<file path="src/uhie_consts.svh">
`ifndef UHIE_CONSTS_SVH
`define UHIE_CONSTS_SVH

// ==========================================================================
// host port command codes
`define UHIE_CMD_FLAGS_RD   8'h03
`define UHIE_CMD_FLAGS_WR   8'h83
`define UHIE_CMD_ENAB_RD    8'h04
`define UHIE_CMD_ENAB_WR    8'h84

// ==========================================================================
// bit positions in the flag and enable words and in frame_number
`define UHIE_BIT_SO           0
`define UHIE_BIT_FRAME_START  2
`define UHIE_BIT_RD           3
`define UHIE_BIT_UNRECOV_ERR  4
`define UHIE_BIT_FRAME_OVF    5
`define UHIE_BIT_ROOT_HUB_CHG 6
`define UHIE_BIT_MASTER_GATE  31
`define UHIE_BIT_FN_MSB       15

// ==========================================================================
// masks, reset values and the default port count
`define UHIE_EVENT_MASK     32'h0000007D
`define UHIE_ENAB_MASK      32'h8000007D
`define UHIE_FLAGS_RST      32'h00000000
`define UHIE_ENAB_RST       32'h00000000
`define UHIE_SOC_RST        2'h0
`define UHIE_PORT_COUNT     2

`endif

</file>
<file path="src/uhie_pkg.sv">
package uhie_pkg;

  // state of the register core
  typedef struct packed {
    logic [31:0] flags;
    logic [31:0] enables;
    logic [1:0]  so_count;
    logic        irq;
    logic        halt;
    logic        sof_req;
  } uhie_core_t;

  // state of the command port
  typedef struct packed {
    logic [31:0] rd_data;
    logic        rd_valid;
  } uhie_cmd_t;

endpackage

</file>
<file path="src/uhie_event_detect.sv">
`timescale 1ns/1ns
`include "uhie_consts.svh"

module uhie_event_detect #(
  parameter int PORT_COUNT = `UHIE_PORT_COUNT
) (
  input  wire logic                     clk,
  input  wire logic                     rst,
  input  wire logic [31:0]              root_hub_status,
  input  wire logic [PORT_COUNT*32-1:0] port_status,
  input  wire logic [15:0]              frame_number,
  input  wire logic                     resume_signaling,
  input  wire logic                     bus_resume_state,
  input  wire logic                     sys_error,
  input  wire logic                     frame_start,
  input  wire logic                     sched_overrun,
  output logic      [31:0]              events
);

  generate
    if (PORT_COUNT < 1 || PORT_COUNT > 15) begin : g_bad
      $error("uhie_event_detect: PORT_COUNT out of range");
    end
  endgenerate

  typedef struct packed {
    logic                     primed;
    logic [31:0]              rh_prev;
    logic [PORT_COUNT*32-1:0] port_prev;
    logic                     fn_msb_prev;
    logic                     resume_prev;
    logic [31:0]              events;
  } uhie_det_t;

  uhie_det_t s_r;
  uhie_det_t s_nxt;

  // ========================================================================
  // change detection for hub and frame bits, rising edge of resume outside bus resume; error, sof and overrun inputs registered as they come
  always_comb begin
    s_nxt             = s_r;
    s_nxt.primed      = 1'b1;
    s_nxt.rh_prev     = root_hub_status;
    s_nxt.port_prev   = port_status;
    s_nxt.fn_msb_prev = frame_number[`UHIE_BIT_FN_MSB];
    s_nxt.resume_prev = resume_signaling;
    s_nxt.events      = 32'h00000000;
    // no change seen before the first sample after reset
    s_nxt.events[`UHIE_BIT_ROOT_HUB_CHG] = s_r.primed &&
      (root_hub_status != s_r.rh_prev || port_status != s_r.port_prev);
    s_nxt.events[`UHIE_BIT_FRAME_OVF] = s_r.primed &&
      (frame_number[`UHIE_BIT_FN_MSB] != s_r.fn_msb_prev);
    s_nxt.events[`UHIE_BIT_UNRECOV_ERR] = sys_error;
    s_nxt.events[`UHIE_BIT_RD] = s_r.primed && resume_signaling &&
      !s_r.resume_prev && !bus_resume_state;
    s_nxt.events[`UHIE_BIT_FRAME_START] = frame_start;
    s_nxt.events[`UHIE_BIT_SO] = sched_overrun;
  end

  always_ff @(posedge clk or posedge rst) begin
    if (rst) begin
      s_r <= '0;
    end else begin
      s_r <= s_nxt;
    end
  end

  assign events = s_r.events;

endmodule

</file>
<file path="src/uhie_cmd_port.sv">
`timescale 1ns/1ns
`include "uhie_consts.svh"

module uhie_cmd_port (
  input  wire logic        clk,
  input  wire logic        rst,
  input  wire logic        cmd_valid,
  input  wire logic [7:0]  cmd_code,
  input  wire logic [31:0] cmd_wdata,
  input  wire logic [31:0] flags,
  input  wire logic [31:0] enables,
  output logic      [31:0] flags_clr,
  output logic      [31:0] enab_set,
  output logic      [31:0] rd_data,
  output logic             rd_valid
);

  uhie_pkg::uhie_cmd_t s_r;
  uhie_pkg::uhie_cmd_t s_nxt;

  // ========================================================================
  // write decode
  always_comb begin
    flags_clr = 32'h00000000;
    enab_set  = 32'h00000000;
    if (cmd_valid && cmd_code == `UHIE_CMD_FLAGS_WR) begin
      flags_clr = cmd_wdata;
    end
    if (cmd_valid && cmd_code == `UHIE_CMD_ENAB_WR) begin
      enab_set = cmd_wdata;
    end
  end

  // ========================================================================
  // read answer, one cycle after the command; unknown codes get none
  always_comb begin
    s_nxt          = s_r;
    s_nxt.rd_valid = 1'b0;
    if (cmd_valid && cmd_code == `UHIE_CMD_FLAGS_RD) begin
      s_nxt.rd_valid = 1'b1;
      s_nxt.rd_data  = flags;
    end else if (cmd_valid && cmd_code == `UHIE_CMD_ENAB_RD) begin
      s_nxt.rd_valid = 1'b1;
      s_nxt.rd_data  = enables;
    end
  end

  always_ff @(posedge clk or posedge rst) begin
    if (rst) begin
      s_r <= '0;
    end else begin
      s_r <= s_nxt;
    end
  end

  assign rd_data  = s_r.rd_data;
  assign rd_valid = s_r.rd_valid;

endmodule

</file>
<file path="src/uhie_top.sv">
`timescale 1ns/1ns
`include "uhie_consts.svh"

module uhie_top #(
  parameter int PORT_COUNT = `UHIE_PORT_COUNT
) (
  input  wire logic                     clk,
  input  wire logic                     rst,
  input  wire logic                     cmd_valid,
  input  wire logic [7:0]               cmd_code,
  input  wire logic [31:0]              cmd_wdata,
  output logic      [31:0]              rd_data,
  output logic                          rd_valid,
  input  wire logic [31:0]              root_hub_status,
  input  wire logic [PORT_COUNT*32-1:0] port_status,
  input  wire logic [15:0]              frame_number,
  input  wire logic                     resume_signaling,
  input  wire logic                     bus_resume_state,
  input  wire logic                     sys_error,
  input  wire logic                     frame_start,
  input  wire logic                     sched_overrun,
  output logic                          irq,
  output logic                          halt_processing,
  output logic                          sof_token_req,
  output logic      [1:0]               sched_overrun_count
);

  uhie_pkg::uhie_core_t s_r;
  uhie_pkg::uhie_core_t s_nxt;

  logic [31:0] events;
  logic [31:0] flags_clr;
  logic [31:0] enab_set;

  // ========================================================================
  // event capture
  uhie_event_detect #(
    .PORT_COUNT (PORT_COUNT)
  ) u_detect (
    .clk              (clk),
    .rst              (rst),
    .root_hub_status  (root_hub_status),
    .port_status      (port_status),
    .frame_number     (frame_number),
    .resume_signaling (resume_signaling),
    .bus_resume_state (bus_resume_state),
    .sys_error        (sys_error),
    .frame_start      (frame_start),
    .sched_overrun    (sched_overrun),
    .events           (events)
  );

  // ========================================================================
  // host command port
  uhie_cmd_port u_cmd (
    .clk       (clk),
    .rst       (rst),
    .cmd_valid (cmd_valid),
    .cmd_code  (cmd_code),
    .cmd_wdata (cmd_wdata),
    .flags     (s_r.flags),
    .enables   (s_r.enables),
    .flags_clr (flags_clr),
    .enab_set  (enab_set),
    .rd_data   (rd_data),
    .rd_valid  (rd_valid)
  );

  // ========================================================================
  // any enabled pending flag under master enable
  function automatic logic irq_pending(input logic [31:0] f, input logic [31:0] e);
    irq_pending = e[`UHIE_BIT_MASTER_GATE] && |(f & e & `UHIE_EVENT_MASK);
  endfunction

  // ========================================================================
  // register core
  always_comb begin
    s_nxt = s_r;
    // set wins over a clear in the same cycle
    s_nxt.flags = ((s_r.flags & ~flags_clr) | events) & `UHIE_EVENT_MASK;
    // enables only ever get set, a written 0 is ignored
    s_nxt.enables = (s_r.enables | enab_set) & `UHIE_ENAB_MASK;
    if (events[`UHIE_BIT_SO]) begin
      s_nxt.so_count = s_r.so_count + 2'h1;
    end
    // held until software clears the flag or reset clears it
    s_nxt.halt    = s_nxt.flags[`UHIE_BIT_UNRECOV_ERR];
    s_nxt.sof_req = events[`UHIE_BIT_FRAME_START];
    s_nxt.irq     = irq_pending(s_nxt.flags, s_nxt.enables);
  end

  always_ff @(posedge clk or posedge rst) begin
    if (rst) begin
      s_r.flags    <= `UHIE_FLAGS_RST;
      s_r.enables  <= `UHIE_ENAB_RST;
      s_r.so_count <= `UHIE_SOC_RST;
      s_r.irq      <= 1'b0;
      s_r.halt     <= 1'b0;
      s_r.sof_req  <= 1'b0;
    end else begin
      s_r <= s_nxt;
    end
  end

  assign irq                 = s_r.irq;
  assign halt_processing     = s_r.halt;
  assign sof_token_req       = s_r.sof_req;
  assign sched_overrun_count = s_r.so_count;

endmodule

</file>
<file path="config.mk">
export PLATFORM = sky130hd
export DESIGN_NAME = uhie_top
export DESIGN_NICKNAME = d
export VERILOG_FILES = /design/src/uhie_pkg.sv /design/src/uhie_event_detect.sv /design/src/uhie_cmd_port.sv /design/src/uhie_top.sv
export VERILOG_INCLUDE_DIRS = /design/src
export SDC_FILE = /design/constraint.sdc
export NUM_CORES = 1
export LEC_CHECK = 0
export BUFFER_PORTS_ARGS = -buffer_cell sky130_fd_sc_hd__buf_2
export CAP_MARGIN = 20
export CORE_UTILIZATION = 45
export DETAILED_ROUTE_END_ITERATION = 10
export GPL_ROUTABILITY_DRIVEN = 1
export PLACE_DENSITY = 0.85
export SLEW_MARGIN = 20
export SYNTH_ARGS = -nofsm -noshare
export SYNTH_HDL_FRONTEND = slang
export SYNTH_SLANG_ARGS = --single-unit
</file>
<file path="constraint.sdc">
create_clock -name clk -period 8.8 [get_ports clk]
set_clock_uncertainty 0.15 [all_clocks]
set_input_delay 0.88 -clock clk [delete_from_list [all_inputs] [get_ports clk]]
set_output_delay 0.88 -clock clk [all_outputs]
set_load 0.01 [all_outputs]
</file>
==> summary.md <==
| Metric | Value |
|---|---|
| Run status | `finished, final reports clean` |
| Critical path class | `primary input to flop` |
| Leak pwr | `about 3 nW` |
| Area delta synth->final | `26.8%` |
| Final min period | `roughly 2.2 ns` |
| Routability congestion estimate | `roughly 0.8` |
| VDD IR max | `~130 µV` |
| Post-CTS Resized | `0` |
| Worst path slowest cell | `nor4b_4` |
| Worst path cell trace | `buf_2 -> nor4b_4 -> nand3b_1 -> o221a_2 -> a2111oi_4 -> a21boi_1` |
| YS warnings | `0` |
| Worst Tran Pin Value | `just over 0.7 ns` |
| Io pins | `~200` |
| Number of flops mapped to enable cells by yosys | `0` |
| Reg clk slew, reported paths | `~0.060 ns` |
| Max cap viols | `0` |
| Synth area leaders | `dfrtp_1, xnor2_1, xor2_1` |
| Initial antenna violation count | `0` |
| Total GRT Usage | `between 10% and 20%` |
| CP Launch Point | `cmd_code[6]` |
| Port Buf Inserts | `approximately 130` |
| Root Driver | `clkbuf_8` |
| Worst-Skew Late Latency | `around 0.5 ns` |
| Setup Buffers After CTS | `0` |
| Nets | `656` |
| CP Launch Type | `primary input` |
| Peak Freq | `around 460 MHz` |
| Total wire length | `8930 µm` |
| Core Box Area | `10800 µm²` |
| Mapped cell area | `between 5000 and 6000 µm²` |
| Wirelength per Cell | `about 14 µm` |
| Largest net degree at the start of global routing | `a little over 80` |
| TNS Setup | `0 ns` |
| Pre-Repair DR Iteration Count | `4` |
| Area leader, netlist | `dfrtp_1` |
| Overall power | `about 0.0015 W` |
| CP endpoint kind | `flop` |
| Ys flop type | `dfrtp_1` |
| Top cell type's share of synthesized area | `approximately 65%` |
| P per Cell Area | `approximately 230 nW/µm²` |
| Worst path required time | `9.02 ns` |
| Num CTS Buffers | `17` |
| Crit path DAT | `approximately 2.4 ns` |
| Final hold vios | `0` |
| Hpwl dp | `6610 µm` |
| Grt ovf | `0` |
| Sequential share of the synthesized area | `roughly two thirds` |
| Period utilisation layout | `roughly a quarter` |
| Initial DRC count | `79` |
| Max incr delay on CP | `~0.55 ns` |
| Die Width | `107 µm` |
| Antenna Nets Post-Route | `0` |
| CTS sink count | `130` |
| Worst min-delay path class | `flop to flop` |
| First-pass GRT wire length | `~14000 µm` |
| Routed vias | `approximately 3100` |
| Initial Utilization | `46.2%` |
| H-Tree Level Count | `4` |
| RSZ-0062 raised after global routing | `false` |
| Drt drc | `0` |
| Vias per cell | `approximately 4.8` |
| Post-synth top cells | `dfrtp_1, xnor2_1, xor2_1` |
| Slew Limit Headroom | `around 52%` |
| CP max FO | `10` |
| Share of layout cells above drive strength 1 | `34.2%` |
| Yosys cell types | `33` |
| Rows | `38` |
| Hold path start | `u_detect.s_r[32]` |
| FF-to-FF Start | `u_detect.s_r[115]` |
| Mapped Cells | `~350` |
| Die area | `11600 µm²` |
| Vias in the first global route | `between 3000 and 4000` |
| Setup-failing EPs final | `0` |
| Avg Cell Area, Syn | `14.4 µm²` |
| Die Ht | `107 µm` |
| CTS tree | `done` |
| Clock buffer depth | `2` |
| Ys async rst share | `100%` |
| Hold buffers post-CTS | `0` |
| Antenna diodes | `0` |
| Count leader, synth | `dfrtp_1` |
| Pins Over Slew Limit | `0` |
| Synthesized flop and latch total | `130` |
-- flip-flops by register name, indices dropped and copies added, names as in the netlist --
| name | flops |
|---|---|
| irq | 1 |
| u_cmd.rd_valid | 1 |
| u_detect.events | 6 |
| u_cmd.rd_data | 7 |
| s_r | 13 |
| sched_overrun_count | 2 |
| sof_token_req | 1 |
| u_detect.s_r | 99 |
-- metal layers --
| metal | share of wire (%) | track usage [%] |
|---|---|---|
| met1 | 42 | 19.6 |
| met2 | 51 | 28.5 |
| met3 | 6.2 | 5.39 |
| met4 | 1.2 | 5.28 |
| met5 | 0 | 0 |
-- report_power, final --
part | internal, W | switching, W | total (W)
Combinational | 0.0000615 | 0.0000621 | 0.000124
Clock | 0.000460 | 0.000241 | 0.000701
Sequential | 0.000632 | 0.0000176 | 0.000650
Total | 0.00115 | 0.000321 | 0.00147
-- worst paths after layout --
check / endpoint / slack [ns] / depth (start not counted)
max: irq / 6.61 / 6
min: u_detect.events[3] / 0.26 / 1
max reg2reg: u_detect.events[6] / 6.81 / 5
min reg2reg: u_detect.events[3] / 0.26 / 1
max in group asynchronous: s_r[42] / 7.10 / 3
min in group asynchronous: u_detect.s_r[125] / 0.29 / 2
-- cells in the final DEF (no fill, tap or decap), drive strengths merged, types with 3 or more instances in the layout --
cell type,netlist,layout
nand2,7,7
clkbuf,0,23
a41o,3,3
a21o,10,10
clkinv,0,3
nand4,22,22
nand3b,3,3
nor4,12,12
bufinv,0,3
nor2,3,3
a22o,4,4
buf,27,133
xnor2,65,65
o22a,3,3
xor2,34,34
o21ai,3,3
dfrtp,130,130
clkinvlp,0,3
conb,2,26
o221a,3,3
mux2i,3,3
-- final cells by class --
type / instances / area, µm²
well taps: 140 / 175
clock inverters: 9 / 128
fillers: 868 / 4490
repair buffers: 133 / 672
inverters: 2 / 10.0
clock buffers: 23 / 477
flip-flops and latches: 130 / 3250
multi-input cells: 212 / 1630
-- stage by stage --
step                      setup WS [ns]  std cells  cell area [µm²]  hold WS (ns)  util (%)
after global placement             6.10        617             5740         0.246      52.9
after CTS                          6.63        649             6340         0.256      58.5
after global routing               6.52        649             6350         0.268      58.6
final                              6.61        649             6350         0.256      58.6
after detailed placement           6.10        617             5740         0.247      52.9
after floorplan                    4.30        371             5100         0.234         -
-- worst max-delay path, delay by kind of cell --
kind	cells	cell delay, ns
buffers and inverters	1	0.12
AOI/OAI and AO/OA	3	0.68
and+or+nand+nor	2	0.73
-- cells by family (layout without fill, tap and decap cells) --
logic type / after synthesis / count (layout) / synth area share, %
flip-flops: 130 / 130 / 65.0
XOR/XNOR: 99 / 99 / 17.3
AND/OR/NAND/NOR: 54 / 54 / 7.25
AO/OA/AOI/OAI: 30 / 30 / 5.50
buffers and inverters: 29 / 167 / 4.20
multiplexers: 3 / 3 / 0.600
other: 2 / 26 / 0.150
Power figures use the tool's default switching activity.
